File: src/core/bsc_cfg.svh
// constants for the buck switcher clock and step control
`ifndef BSC_CFG_SVH
`define BSC_CFG_SVH

// --------------------------------------------------------------
// clock
// --------------------------------------------------------------
`define BSC_CLK_PERIOD_NS 8

// --------------------------------------------------------------
// pll multiplier
// --------------------------------------------------------------
`define BSC_MULT_SEL_RESET 3'h4
`define BSC_FACTOR_BASE 7'h54
`define BSC_FACTOR_INCR 7'h03
`define BSC_FORCE_ON_RESET 1'h0

// --------------------------------------------------------------
// pll start-up times in ns
// --------------------------------------------------------------
`define BSC_COLD_START_NS 700
`define BSC_WARM_START_NS 600

// --------------------------------------------------------------
// step times in ns
// --------------------------------------------------------------
`define BSC_STEP_2US_NS 2000
`define BSC_STEP_4US_NS 4000
`define BSC_STEP_8US_NS 8000
`define BSC_STEP_16US_NS 16000

// --------------------------------------------------------------
// set-point codes and step timer width
// --------------------------------------------------------------
`define BSC_CODE_W 5
`define BSC_SOFT_START_CODE 5'h00
`define BSC_TIMER_W 12

`endif

File: src/core/bsc_pkg.sv
// types for the buck switcher clock and step control
package bsc_pkg;

   // --------------------------------------------------------------
   // switcher operating modes
   // --------------------------------------------------------------
   typedef enum logic [1:0] {
      continuous_pwm_mode,
      pulse_skip_pwm_mode,
      hysteretic_low_power_mode,
      adaptive_mode
   } bsc_mode_t;

   // --------------------------------------------------------------
   // pll control states
   // --------------------------------------------------------------
   typedef enum logic [1:0] {
      pll_off,
      pll_starting,
      pll_running
   } bsc_pll_state_t;

endpackage

File: src/core/bsc_top.sv
// buck switcher clock and step control top
// Contract
// - multiplier code 000..111 selects factor 84,87,90,93,96,99,102,105 on the 32.768 kHz reference.
// - the default factor is 96, about 3.145728 MHz switching clock.
// - multiplier select is read/write and resets to 100 on main reset; force-on is read/write and clears on the reset pin.
// - the pll turns off when every switcher is off or in pfm and no other function needs the clock.
// - force-on set keeps the pll running; cleared leaves it under automatic control.
// - the clock is ready 88 cycles (704 ns) after demand from cold start and 76 cycles (608 ns) from pfm to pwm.
// - set-point changes ramp by 25 mV per time step, 4.0 us fixed for switchers 3 and 4, programmed for 1 and 2.
// - on activation the output steps up to its set point instead of jumping.
// - the current limiter is active unless the current-limit-disable bit is set.
// - switchers 2, 3 and 4 have a high-range bit; switcher 1 has only the low range.
// - each switcher has normal and standby set points; switchers 1 and 2 also take a pin-selected dvs set point.
// - each switcher mode is continuous pwm, pulse-skip pwm, pfm or adaptive.
// - switchers 1 and 2 use standby when both standby inputs are high, else dvs when the pin is high, else normal.
// - the dvs step-rate code 00..11 gives 2, 4, 8 or 16 us per step.
// - codes map from 0.600 V in 25 mV steps; switcher 1 stays in the 0.600 to 1.375 V range.
`timescale 1ns/10ps
`include "bsc_cfg.svh"

module bsc_top #(
   parameter int NUM_SW = 4,
   parameter int CODE_W = `BSC_CODE_W,
   parameter int TIMER_W = `BSC_TIMER_W
) (
   input wire logic clk_in,
   input wire logic nrst_in,
   input wire logic ce_in,
   input wire logic primary_reset_n_in,
   input wire logic osc_32k_in,
   input wire logic standby_in,
   input wire logic secondary_standby_input_in,
   input wire logic [1:0] voltage_scale_pin_in,
   input wire logic force_on_wr_in,
   input wire logic force_on_data_in,
   input wire logic mult_wr_in,
   input wire logic [2:0] mult_data_in,
   input wire logic current_limit_disable_in,
   input wire logic [NUM_SW-1:0] high_range_select_in,
   input wire logic [NUM_SW-1:0] sw_enable_in,
   input wire logic [2*NUM_SW-1:0] sw_mode_in,
   input wire logic [NUM_SW-1:0] light_load_in,
   input wire logic ext_clk_request_in,
   input wire logic [CODE_W*NUM_SW-1:0] normal_setpoint_in,
   input wire logic [CODE_W*NUM_SW-1:0] standby_setpoint_in,
   input wire logic [CODE_W*2-1:0] dvs_setpoint_in,
   input wire logic [3:0] dvs_step_rate_in,
   output logic pll_force_on_out,
   output logic [2:0] pll_multiplier_select_out,
   output logic [6:0] pll_factor_out,
   output logic pll_enable_out,
   output logic pll_ready_out,
   output logic pll_ref_out,
   output logic current_limit_active_out,
   output logic [NUM_SW-1:0] high_range_out,
   output logic [NUM_SW-1:0] pwm_active_out,
   output logic [NUM_SW-1:0] pulse_skip_out,
   output logic [CODE_W*NUM_SW-1:0] active_code_out,
   output logic [NUM_SW-1:0] at_target_out
);

   // --------------------------------------------------------------
   // timing counts
   // --------------------------------------------------------------
   localparam logic [7:0] COLD_CYC = 8'(`BSC_COLD_START_NS / `BSC_CLK_PERIOD_NS);
   localparam logic [7:0] WARM_CYC = 8'(`BSC_WARM_START_NS / `BSC_CLK_PERIOD_NS);
   localparam logic [TIMER_W-1:0] STEP_2US_CYC = TIMER_W'(`BSC_STEP_2US_NS / `BSC_CLK_PERIOD_NS);
   localparam logic [TIMER_W-1:0] STEP_4US_CYC = TIMER_W'(`BSC_STEP_4US_NS / `BSC_CLK_PERIOD_NS);
   localparam logic [TIMER_W-1:0] STEP_8US_CYC = TIMER_W'(`BSC_STEP_8US_NS / `BSC_CLK_PERIOD_NS);
   localparam logic [TIMER_W-1:0] STEP_16US_CYC = TIMER_W'(`BSC_STEP_16US_NS / `BSC_CLK_PERIOD_NS);

   // --------------------------------------------------------------
   // pin synchronisers
   // --------------------------------------------------------------
   localparam int PIN_W = 6;
   logic [PIN_W-1:0] pin_meta_r;
   logic [PIN_W-1:0] pin_sync_r;
   wire [PIN_W-1:0] pin_raw = {primary_reset_n_in, osc_32k_in, standby_in,
                               secondary_standby_input_in, voltage_scale_pin_in};

   always_ff @(posedge clk_in or negedge nrst_in)
   begin
      if (!nrst_in)
      begin
         pin_meta_r <= 6'h20;
         pin_sync_r <= 6'h20;
      end
      else if (ce_in)
      begin
         pin_meta_r <= pin_raw;
         pin_sync_r <= pin_meta_r;
      end
   end

   wire prim_rst_n_s = pin_sync_r[5];
   wire osc_s = pin_sync_r[4];
   wire standby_s = pin_sync_r[3];
   wire standby_sec_s = pin_sync_r[2];
   wire [1:0] dvs_pin_s = pin_sync_r[1:0];
   wire standby_both = standby_s & standby_sec_s;

   // --------------------------------------------------------------
   // pll control registers
   // --------------------------------------------------------------
   logic force_on_r;
   logic [2:0] mult_sel_r;

   always_ff @(posedge clk_in or negedge nrst_in)
   begin
      if (!nrst_in)
      begin
         mult_sel_r <= `BSC_MULT_SEL_RESET;
      end
      else if (ce_in && mult_wr_in)
      begin
         mult_sel_r <= mult_data_in;
      end
   end

   always_ff @(posedge clk_in or negedge nrst_in)
   begin
      if (!nrst_in)
      begin
         force_on_r <= `BSC_FORCE_ON_RESET;
      end
      else if (ce_in)
      begin
         if (!prim_rst_n_s)
         begin
            force_on_r <= `BSC_FORCE_ON_RESET;
         end
         else if (force_on_wr_in)
         begin
            force_on_r <= force_on_data_in;
         end
      end
   end

   // --------------------------------------------------------------
   // per-switcher mode, set-point and step selection
   // --------------------------------------------------------------
   wire [NUM_SW-1:0] pfm_eff;
   wire [NUM_SW-1:0] pwm_eff;
   wire [NUM_SW-1:0] skip_eff;
   wire [NUM_SW-1:0] range_eff;
   wire [CODE_W-1:0] sel_point [NUM_SW];
   wire [TIMER_W-1:0] step_cyc [NUM_SW];

   genvar ch;
   generate
      for (ch = 0; ch < NUM_SW; ch++)
      begin : g_sw
         wire bsc_pkg::bsc_mode_t mode = bsc_pkg::bsc_mode_t'(sw_mode_in[2*ch+:2]);
         wire [CODE_W-1:0] normal_pt = normal_setpoint_in[CODE_W*ch+:CODE_W];
         wire [CODE_W-1:0] standby_pt = standby_setpoint_in[CODE_W*ch+:CODE_W];
         // adaptive falls to pfm only on light load
         assign pfm_eff[ch] = (mode == bsc_pkg::hysteretic_low_power_mode) ||
                              ((mode == bsc_pkg::adaptive_mode) && light_load_in[ch]);
         assign pwm_eff[ch] = sw_enable_in[ch] && !pfm_eff[ch];
         assign skip_eff[ch] = (mode == bsc_pkg::pulse_skip_pwm_mode);
         // switcher 1 has no high range
         assign range_eff[ch] = (ch == 0) ? 1'b0 : high_range_select_in[ch];
         if (ch < 2)
         begin : g_dvs
            wire [CODE_W-1:0] dvs_pt = dvs_setpoint_in[CODE_W*ch+:CODE_W];
            wire [1:0] rate = dvs_step_rate_in[2*ch+:2];
            // standby wins, then dvs pin, then normal
            assign sel_point[ch] = standby_both ? standby_pt :
                                   (dvs_pin_s[ch] ? dvs_pt : normal_pt);
            // programmed step time
            assign step_cyc[ch] = (rate == 2'h0) ? STEP_2US_CYC :
                                  (rate == 2'h1) ? STEP_4US_CYC :
                                  (rate == 2'h2) ? STEP_8US_CYC : STEP_16US_CYC;
         end
         else
         begin : g_fixed
            assign sel_point[ch] = standby_both ? standby_pt : normal_pt;
            assign step_cyc[ch] = STEP_4US_CYC;
         end

         bsc_stepper #(
            .CODE_W(CODE_W),
            .TIMER_W(TIMER_W)
         ) u_step (
            .clk_in(clk_in),
            .nrst_in(nrst_in),
            .ce_in(ce_in),
            .enable_in(sw_enable_in[ch]),
            .setpoint_in(sel_point[ch]),
            .step_cycles_in(step_cyc[ch]),
            .code_out(active_code_out[CODE_W*ch+:CODE_W]),
            .at_target_out(at_target_out[ch])
         );
      end
   endgenerate

   // --------------------------------------------------------------
   // pll demand and start-up
   // --------------------------------------------------------------
   wire pll_need = (|pwm_eff) || ext_clk_request_in;
   wire pll_want = force_on_r || pll_need;
   wire cold = ~(|sw_enable_in);
   wire [7:0] start_load = cold ? (COLD_CYC - 8'h01) : (WARM_CYC - 8'h01);

   bsc_pkg::bsc_pll_state_t pll_state_r;
   bsc_pkg::bsc_pll_state_t pll_state_nxt;
   logic [7:0] start_cnt_r;
   logic [7:0] start_cnt_nxt;

   always_comb
   begin
      pll_state_nxt = pll_state_r;
      start_cnt_nxt = start_cnt_r;
      unique case (pll_state_r)
         bsc_pkg::pll_off:
         begin
            if (pll_want)
            begin
               pll_state_nxt = bsc_pkg::pll_starting;
               start_cnt_nxt = start_load;
            end
         end
         bsc_pkg::pll_starting:
         begin
            if (!pll_want)
            begin
               pll_state_nxt = bsc_pkg::pll_off;
            end
            else if (start_cnt_r == 8'h00)
            begin
               pll_state_nxt = bsc_pkg::pll_running;
            end
            else
            begin
               start_cnt_nxt = start_cnt_r - 8'h01;
            end
         end
         bsc_pkg::pll_running:
         begin
            if (!pll_want)
            begin
               pll_state_nxt = bsc_pkg::pll_off;
            end
         end
         default:
         begin
            pll_state_nxt = bsc_pkg::pll_off;
         end
      endcase
   end

   always_ff @(posedge clk_in or negedge nrst_in)
   begin
      if (!nrst_in)
      begin
         pll_state_r <= bsc_pkg::pll_off;
         start_cnt_r <= 8'h00;
      end
      else if (ce_in)
      begin
         pll_state_r <= pll_state_nxt;
         start_cnt_r <= start_cnt_nxt;
      end
   end

   // --------------------------------------------------------------
   // registered outputs
   // --------------------------------------------------------------
   logic [6:0] factor_r;
   logic pll_en_r;
   logic pll_ready_r;
   logic pll_ref_r;
   logic ilim_r;
   logic [NUM_SW-1:0] range_r;
   logic [NUM_SW-1:0] pwm_r;
   logic [NUM_SW-1:0] skip_r;
   wire [6:0] factor_nxt = 7'(`BSC_FACTOR_BASE + `BSC_FACTOR_INCR * {4'h0, mult_sel_r});

   always_ff @(posedge clk_in or negedge nrst_in)
   begin
      if (!nrst_in)
      begin
         factor_r <= 7'h60;
         pll_en_r <= 1'b0;
         pll_ready_r <= 1'b0;
         pll_ref_r <= 1'b0;
         ilim_r <= 1'b1;
         range_r <= '0;
         pwm_r <= '0;
         skip_r <= '0;
      end
      else if (ce_in)
      begin
         factor_r <= factor_nxt;
         pll_en_r <= (pll_state_nxt != bsc_pkg::pll_off);
         pll_ready_r <= (pll_state_nxt == bsc_pkg::pll_running);
         pll_ref_r <= osc_s && (pll_state_nxt != bsc_pkg::pll_off);
         ilim_r <= !current_limit_disable_in;
         range_r <= range_eff;
         pwm_r <= pwm_eff;
         skip_r <= skip_eff & pwm_eff;
      end
   end

   assign pll_force_on_out = force_on_r;
   assign pll_multiplier_select_out = mult_sel_r;
   assign pll_factor_out = factor_r;
   assign pll_enable_out = pll_en_r;
   assign pll_ready_out = pll_ready_r;
   assign pll_ref_out = pll_ref_r;
   assign current_limit_active_out = ilim_r;
   assign high_range_out = range_r;
   assign pwm_active_out = pwm_r;
   assign pulse_skip_out = skip_r;

endmodule

File: src/core/bsc_stepper.sv
// one-channel set-point stepping sequencer
`timescale 1ns/10ps
`include "bsc_cfg.svh"

module bsc_stepper #(
   parameter int CODE_W = `BSC_CODE_W,
   parameter int TIMER_W = `BSC_TIMER_W
) (
   input wire logic clk_in,
   input wire logic nrst_in,
   input wire logic ce_in,
   input wire logic enable_in,
   input wire logic [CODE_W-1:0] setpoint_in,
   input wire logic [TIMER_W-1:0] step_cycles_in,
   output logic [CODE_W-1:0] code_out,
   output logic at_target_out
);

   // --------------------------------------------------------------
   // state
   // --------------------------------------------------------------
   logic active_r;
   logic active_nxt;
   logic [CODE_W-1:0] code_r;
   logic [CODE_W-1:0] code_nxt;
   logic [TIMER_W-1:0] timer_r;
   logic [TIMER_W-1:0] timer_nxt;
   logic at_target_r;

   wire step_due = (timer_r >= (step_cycles_in - TIMER_W'(1)));
   wire go_up = (code_r < setpoint_in);
   wire differs = (code_r != setpoint_in);

   // --------------------------------------------------------------
   // next state
   // --------------------------------------------------------------
   always_comb
   begin
      active_nxt = active_r;
      code_nxt = code_r;
      timer_nxt = timer_r;
      if (!enable_in)
      begin
         active_nxt = 1'b0;
         code_nxt = CODE_W'(`BSC_SOFT_START_CODE);
         timer_nxt = '0;
      end
      else if (!active_r)
      begin
         // soft start from the lowest code
         active_nxt = 1'b1;
         code_nxt = CODE_W'(`BSC_SOFT_START_CODE);
         timer_nxt = '0;
      end
      else if (differs)
      begin
         // one code per elapsed step, toward the live target
         if (step_due)
         begin
            timer_nxt = '0;
            code_nxt = go_up ? code_r + CODE_W'(1) : code_r - CODE_W'(1);
         end
         else
         begin
            timer_nxt = timer_r + TIMER_W'(1);
         end
      end
      else
      begin
         timer_nxt = '0;
      end
   end

   // --------------------------------------------------------------
   // registers
   // --------------------------------------------------------------
   always_ff @(posedge clk_in or negedge nrst_in)
   begin
      if (!nrst_in)
      begin
         active_r <= 1'b0;
         code_r <= CODE_W'(`BSC_SOFT_START_CODE);
         timer_r <= '0;
         at_target_r <= 1'b0;
      end
      else if (ce_in)
      begin
         active_r <= active_nxt;
         code_r <= code_nxt;
         timer_r <= timer_nxt;
         at_target_r <= active_nxt && (code_nxt == setpoint_in);
      end
   end

   assign code_out = code_r;
   assign at_target_out = at_target_r;

endmodule

File: config.mk
export PLATFORM = sky130hd
export DESIGN_NAME = bsc_top
export DESIGN_NICKNAME = d
export VERILOG_FILES = /design/src/core/bsc_pkg.sv /design/src/core/bsc_top.sv /design/src/core/bsc_stepper.sv
export VERILOG_INCLUDE_DIRS = /design/src /design/src/core
export SDC_FILE = /design/constraint.sdc
export NUM_CORES = 1
export LEC_CHECK = 0
export ABC_CLOCK_PERIOD_IN_PS = 7000
export BUFFER_PORTS_ARGS = -buffer_cell sky130_fd_sc_hd__buf_4
export CORE_MARGIN = 1.5
export CORE_UTILIZATION = 35
export DETAILED_ROUTE_END_ITERATION = 10
export PLACE_DENSITY = 0.56
export SKIP_CTS_REPAIR_TIMING = 1
export SYNTH_ARGS = -nofsm -noshare
export SYNTH_HDL_FRONTEND = slang
export SYNTH_SLANG_ARGS = --single-unit
File: constraint.sdc
create_clock -name clk_in -period 7 [get_ports clk_in]
set_clock_uncertainty 0.15 [all_clocks]
set_input_delay 0.35 -clock clk_in [delete_from_list [all_inputs] [get_ports clk_in]]
set_output_delay 0.35 -clock clk_in [all_outputs]
set_load 0.01 [all_outputs]
==> run_results.csv, run 1 <==
group,metric,value,unit
placement,placed_area,9510,um2
route,avgViaCountPerCell,5.09,
placement,hpwl,13.7,mm
logic_synthesis,synth_area_per_cell,9.39,um2
worst_setup_path,arrival,4.94,ns
clock_tree,root_buffer,"clkbuf_16",
logic_synthesis,synth-seq-area-share,0.374,
timing,fmax,0.208,GHz
min_path,hold_path.class,"in -> reg",
grt,antenna_found_initial,0,
min_path,hold_path_depth,2,
worst_setup_path,regToRegStartpoint,"pin_sync_r[3]$_DFFE_PN0P_",
finish,stdcell_area,10200,um2
worst_setup_path,path_class,"reg -> reg",
power_and_ir_drop,power_density,212,nW/um2
min_path,hp-start,"primary_reset_n_in",
timing,setup_viol,0,
placement,port_buffers,138,
route,vias,6769,
route,route.detailed.drc,0,
timing,layout_worst_path_cycle_share,0.688,
clock_tree,path_clk_slew,0.06,ns
timing,slew_viol_final,0,
finish,nets,1174,
logic_synthesis,syn_area,8250,um2
floorplanning,die_h,157,um
logic_synthesis,synth_fp_nets,1048,
power_and_ir_drop,total_leakage_power,4.97,nW
route,routed_wl,19.2,mm
finish,antennaDiodeCount,0,
logic_synthesis,synth_seq_cells,123,
floorplanning,die_area,24500,um2
floorplanning,fp.dieW,157,um
min_path,holdPathEnd,"pin_meta_r[5]$_DFFE_PN1P_",
placement,post-place-ws,2.10,ns
logic_synthesis,yosysTopAreaCell,"dfrtp_1",
clock_tree,clockBufferDepth,2,
finish,fin_cells,1331,
worst_setup_path,worstSetupEndpointType,"flop",
route,ant_nets,0,
timing,setup_slack,2.18,ns
grt,first_global_vias,6332,
floorplanning,rows,55,
logic_synthesis,synth.distinct_cells,74,
route,drt_iter0_markers,362,
clock_tree,clock_sinks,123,
placement,gp_congestion,0.796,
logic_synthesis,async_reset_ff_frac,1.00,
timing,grt_setup_unrepaired,"false",
worst_setup_path,cp-start-kind,"flop",
grt,grt_max_degree,64,
route,drtPass1Iterations,5,
timing,maxSlewHeadroom,0.341,
clock_tree,h-tree-depth,4,
logic_synthesis,synthTopCellsByCount,"dfrtp_1, nand2_1, o21ai_0, ha_1, nor2_1",
clock_tree,cts_tree,"built",
run,drv_cap,0,
floorplanning,initial_core_util,0.360,
route,wl_per_cell,14.4,um
clock_tree,clk_latency,0.42,ns
placement,dp_cells,1294,
finish,final_layout_size_suffix_gt1_frac,0.225,
worst_setup_path,setup.reg_to_reg.worst_slack,2.18,ns
worst_setup_path,critPathRequiredTime,7.12,ns
logic_synthesis,postSynthCellCount,879,
run_status,status,"complete, no violations",
worst_setup_path,r2r_cells,16,
grt,grt_overflow_total,0,
floorplanning,core,22900,um2
worst_setup_path,timing.rr.end,"g_sw[3].u_step.at_target_out$_DFFE_PN0P_",
logic_synthesis,synth.area.top_cells,"dfrtp_1, ha_1, o21ai_0",
logic_synthesis,synth_warnings,0,
timing,fin_crit,4.82,ns
logic_synthesis,synth_edf_count,0,
finish,area_growth,23.6,%
floorplanning,ioPinCount,142,
timing,hold_viol,0,
grt,grt_pass1_wl,32.0,mm
clock_tree,numCtsBuffers,17,
logic_synthesis,yosysMostFrequentCell,"dfrtp_1",
grt,grtUsageTotal,0.164,
logic_synthesis,yosys_most_used_dff,"dfrtp_1",
logic_synthesis,synth_top_area_share,0.358,
timing,final.setup.tns,0,ns
power_and_ir_drop,ir_drop,0.000158,V
timing,tightest_slew,0.982,ns
timing,timing.hold.ws,0.00856,ns
worst_setup_path,crit_fanout,16,
worst max path at each step:
stage	start	endpoint	slack (ns)	cells after the start
final	pin_sync_r[3]$_DFFE_PN0P_	g_sw[3].u_step.at_target_out$_DFFE_PN0P_	2.18	16
after global routing	pin_sync_r[3]$_DFFE_PN0P_	g_sw[3].u_step.at_target_out$_DFFE_PN0P_	1.67	16
after CTS	pin_sync_r[3]$_DFFE_PN0P_	g_sw[3].u_step.at_target_out$_DFFE_PN0P_	2.12	16
after detailed placement	pin_sync_r[3]$_DFFE_PN0P_	g_sw[3].u_step.at_target_out$_DFFE_PN0P_	2.10	16
after global placement	pin_sync_r[3]$_DFFE_PN0P_	g_sw[3].u_step.at_target_out$_DFFE_PN0P_	2.12	16
after floorplan	pin_sync_r[3]$_DFFE_PN0P_	g_sw[2].u_step.at_target_out$_DFFE_PN0P_	2.80	17
per-stage QoR:
stage | utilization | power [mW]
3_3_place_gp | 0.415 | 1.22
5_1_grt | 0.445 | 2.28
4_1_cts | 0.443 | 2.19
6_report | 0.445 | 2.16
2_1_floorplan | - | 1.07
3_5_place_dp | 0.415 | 1.22
state kept, by name (all words and copies together) (netlist names), 6 cells and up:
register	cells
pin_sync_r	6
g_sw.u_step.timer_r	48
start_cnt_r	8
pin_meta_r	6
g_sw.u_step.code_out	20
pll_factor_out	6
final cells by class:
cell class                 instances  area, um2
fill                            2238      12700
multi-input combinational        678       4820
sequential                       123       3080
timing repair buffer             148       1130
clock buffer                      22        474
tap                              313        392
clock inverter                    10        163
inverter                          37        139
critical path, cell delays in order (launching register included):
cell and delay [ns]:
dfrtp_1 0.37, nand2_1 0.45, buf_4 0.33, mux2i_1 0.46, ha_1 0.33, nor2b_1 0.13
o21a_1 0.16, o211ai_1 0.20, nand2_1 0.28, fa_1 0.48, a21o_1 0.21, a21oi_1 0.25
nand3_1 0.11, mux2i_1 0.31, nor4b_1 0.09, a221oi_1 0.24, o32ai_1 0.13
metal layers:
metal	wire length, um	GRT usage	share of wire
met1	9230	0.224	0.48
met2	8980	0.261	0.47
met3	836	0.0377	0.043
met4	190	0.0422	0.0099
met5	0	0	0
report_power, final:
| part | leakage, nW | total, mW | internal (mW) | switching (mW) |
|---|---|---|---|---|
| clock | 0.307 | 0.953 | 0.625 | 0.328 |
| combinational | 3.06 | 0.374 | 0.180 | 0.194 |
| sequential | 1.61 | 0.834 | 0.773 | 0.0609 |
| total | 4.97 | 2.16 | 1.58 | 0.583 |
cell families after synthesis:
| kind of cell | after synthesis | synth area share |
|---|---|---|
| xor+xnor | 29 | 0.0308 |
| other cells | 2 | 0.000910 |
| mux | 66 | 0.0857 |
| fa+ha+maj | 78 | 0.123 |
| compound gates | 222 | 0.177 |
| simple gates | 281 | 0.167 |
| flops | 123 | 0.374 |
| buf+inv | 78 | 0.0420 |
layout by cell type (no fill, tap or decap), types with 18 or more instances in the layout:
master	Yosys	final
and3_1	21	21
a21o_1	20	20
nand2_1	92	92
buf_4	8	142
mux2_2	33	33
nor3_1	22	22
a21oi_1	32	32
ha_1	73	73
nor2b_1	18	18
nor2_1	40	40
dfrtp_1	118	118
inv_1	36	36
o21ai_0	88	88
nand3_1	39	39
mux2i_1	32	32
Note: power is estimated with default switching activity, not from simulation.
==> inputs of run 2 (changes only) <==
- ABC_AREA: unset -> 1
- ABC_CLOCK_PERIOD_IN_PS: 7000 -> 4900
- clock period: 7 -> 4.9 ns (I/O delays scaled with it)
==> run_results.csv, run 2 <==
group,metric,value,unit
placement,port_buffers,138,
route,drt_iter0_markers,380,
timing,fin_crit,3.84,ns
logic_synthesis,synthAdderAreaFrac,0.122,
logic_synthesis,postSynthCellCount,1117,
power_and_ir_drop,total_leakage_power,5.50,nW
finish,final_layout_size_suffix_gt1_frac,0.169,
run_status,failed_checks,"hold timing",
placement,dp_cells,1548,
finish,fill_cells,2401,
clock_tree,h-tree-depth,4,
route,ant_nets,0,
power_and_ir_drop,total_power,2.95,mW
logic_synthesis,synthMuxAreaShare,0.00255,
finish,fin_util,0.447,
clock_tree,path_clk_slew,0.06,ns
worst_setup_path,path_class,"reg -> reg",
floorplanning,ioPinCount,142,
logic_synthesis,syn_area,8340,um2
finish,final_cell_mix,"nand2_1, inv_1, buf_4, dfrtp_1, o21ai_0",
grt,grt_max_degree,65,
finish,antennaDiodeCount,0,
timing,layout_worst_path_cycle_share,0.784,
route,wl_per_cell,13.1,um
power_and_ir_drop,ir_drop,0.000236,V
route,route.detailed.drc,0,
worst_setup_path,worstSetupEndpointType,"flop",
clock_tree,numCtsBuffers,17,
logic_synthesis,yosysMostFrequentCell,"nand2_1",
floorplanning,die_area,24800,um2
run,drv_cap,0,
finish,top_register,"g_sw.u_step.timer_r",
logic_synthesis,yosys_most_used_dff,"dfrtp_1",
logic_synthesis,synth_warnings,0,
route,drtPass1Iterations,4,
timing,hold_viol,2,
timing,maxSlewHeadroom,0.568,
floorplanning,initial_core_util,0.356,
route,vias,7417,
logic_synthesis,synth_fp_nets,1286,
timing,timing.hold.ws,-0.0132,ns
grt,grt_overflow_total,0,
logic_synthesis,synth.area.top_cells,"dfrtp_1, nand2_1, ha_1",
route,avgViaCountPerCell,4.63,
logic_synthesis,synth_seq_cells,123,
clock_tree,clock_sinks,123,
grt,antenna_found_initial,0,
grt,grtUsageTotal,0.175,
grt,grt_pass1_wl,34.5,mm
worst_setup_path,crit_fanout,33,
timing,slew_viol_final,0,
timing,fmax,0.260,GHz
floorplanning,rows,56,
worst_setup_path,critPathRequiredTime,5.05,ns
logic_synthesis,synth-seq-area-share,0.370,
clock_tree,clockBufferDepth,2,
finish,fin_cells,1603,
finish,area_growth,25.5,%
grt,first_global_vias,6939,
logic_synthesis,synthTopCellsByCount,"nand2_1, inv_1, dfrtp_1, o21ai_0",
timing,tightest_slew,0.648,ns
finish,stdcell_area,10500,um2
timing,final.setup.tns,0,ns
clock_tree,clk_latency,0.42,ns
finish,nets,1440,
logic_synthesis,synth-xor-area-share,0.0231,
route,routed_wl,21.0,mm
placement,post-place-ws,1.03,ns
floorplanning,die_h,157,um
timing,setup_slack,1.06,ns
placement,placed_area,9660,um2
clock_tree,root_buffer,"clkbuf_16",
placement,gp_congestion,0.795,
logic_synthesis,yosysTopAreaCell,"dfrtp_1",
run_status,status,"finished, violations left",
timing,grt_setup_unrepaired,"false",
worst_setup_path,cp-start-kind,"flop",
timing,setup_viol,0,
logic_synthesis,synth_edf_count,0,
finish,largest_register_ffs,48,
logic_synthesis,synth_area_per_cell,7.47,um2
min_path,hold_path.class,"in -> reg",
logic_synthesis,synth_compound_area_frac,0.124,
logic_synthesis,yosys.area_share.simple,0.260,
placement,hpwl,15.7,mm
floorplanning,fp.dieW,157,um
logic_synthesis,async_reset_ff_frac,1.00,
floorplanning,core,23400,um2
logic_synthesis,synth_top_family_by_area,"simple AND/OR/NAND/NOR gates",
worst_setup_path,arrival,3.99,ns
logic_synthesis,synth_top_area_share,0.354,
logic_synthesis,synth.distinct_cells,46,
clock_tree,cts_tree,"built",
power_and_ir_drop,power_density,282,nW/um2
finish,final_common_cell,"nand2_1",
==> run 2: cell families after synthesis <==
logic type / count (synthesis)
compound gates: 181
xor+xnor: 22
fa+ha+maj: 78
buf+inv: 209
flops: 123
mux: 2
other cells: 2
simple gates: 500
==> run 2: layout make-up <==
type / instances / area [um2] / share of cell area
multi-input combinational: 785 / 4440 / 0.424
sequential: 123 / 3080 / 0.295
timing repair buffer: 166 / 1300 / 0.125
inverter: 178 / 669 / 0.0639
clock buffer: 18 / 429 / 0.0410
tap: 319 / 399 / 0.0381
clock inverter: 14 / 146 / 0.0140
==> run 2: worst max-delay path: stages, from the launching register on <==
cell      delay [ns]
dfrtp_1         0.38
nand2_1         0.23
buf_4           0.39
o211ai_1        0.14
o21ai_0         0.15
inv_1           0.11
ha_1            0.30
a21o_1          0.16
nor2_1          0.13
nand2_1         0.17
fa_1            0.44
nand2_1         0.08
a21oi_1         0.05
nor2_1          0.12
inv_1           0.05
nand2_1         0.06
nand2_1         0.09
nor2_1          0.11
nand2_1         0.07
nand3_1         0.10
nand2_1         0.06
nand2_1         0.06
nor2_1          0.04
nand2_1         0.05
nand2_1         0.04
==> run 2: final timing paths <==
path                                                startpoint                                  endpoint  slack (ns)  depth (start not counted)
max                                  pin_sync_r[3]$_DFFE_PN0P_  g_sw[0].u_step.at_target_out$_DFFE_PN0P_        1.06                         24
max in group asynchronous                              nrst_in             pwm_active_out[0]$_DFFE_PN0P_        3.29                          3
min                                            sw_enable_in[0]       g_sw[0].u_step.active_r$_DFFE_PN0P_       -0.01                          3
max reg2reg                          pin_sync_r[3]$_DFFE_PN0P_  g_sw[0].u_step.at_target_out$_DFFE_PN0P_        1.06                         24
min reg2reg                g_sw[3].u_step.active_r$_DFFE_PN0P_       g_sw[3].u_step.active_r$_DFFE_PN0P_        0.32                          2
min in group asynchronous                              nrst_in    g_sw[1].u_step.code_out[4]$_DFFE_PN0P_        0.24                          2
==> run 2: routing by layer <==
layer	up-vias	global-route usage	wire length [um]
li1	3910	-	-
met5	-	0	0
met2	116	0.293	10000
met4	0	0.0319	97
met3	5	0.0297	742
met1	3386	0.239	10100
==> run 2: report_power, final <==
part	leakage, nW	switching [mW]	internal, mW	total, mW
Combinational	3.61	0.328	0.236	0.564
Clock	0.265	0.484	0.748	1.23
Sequential	1.63	0.0542	1.10	1.16
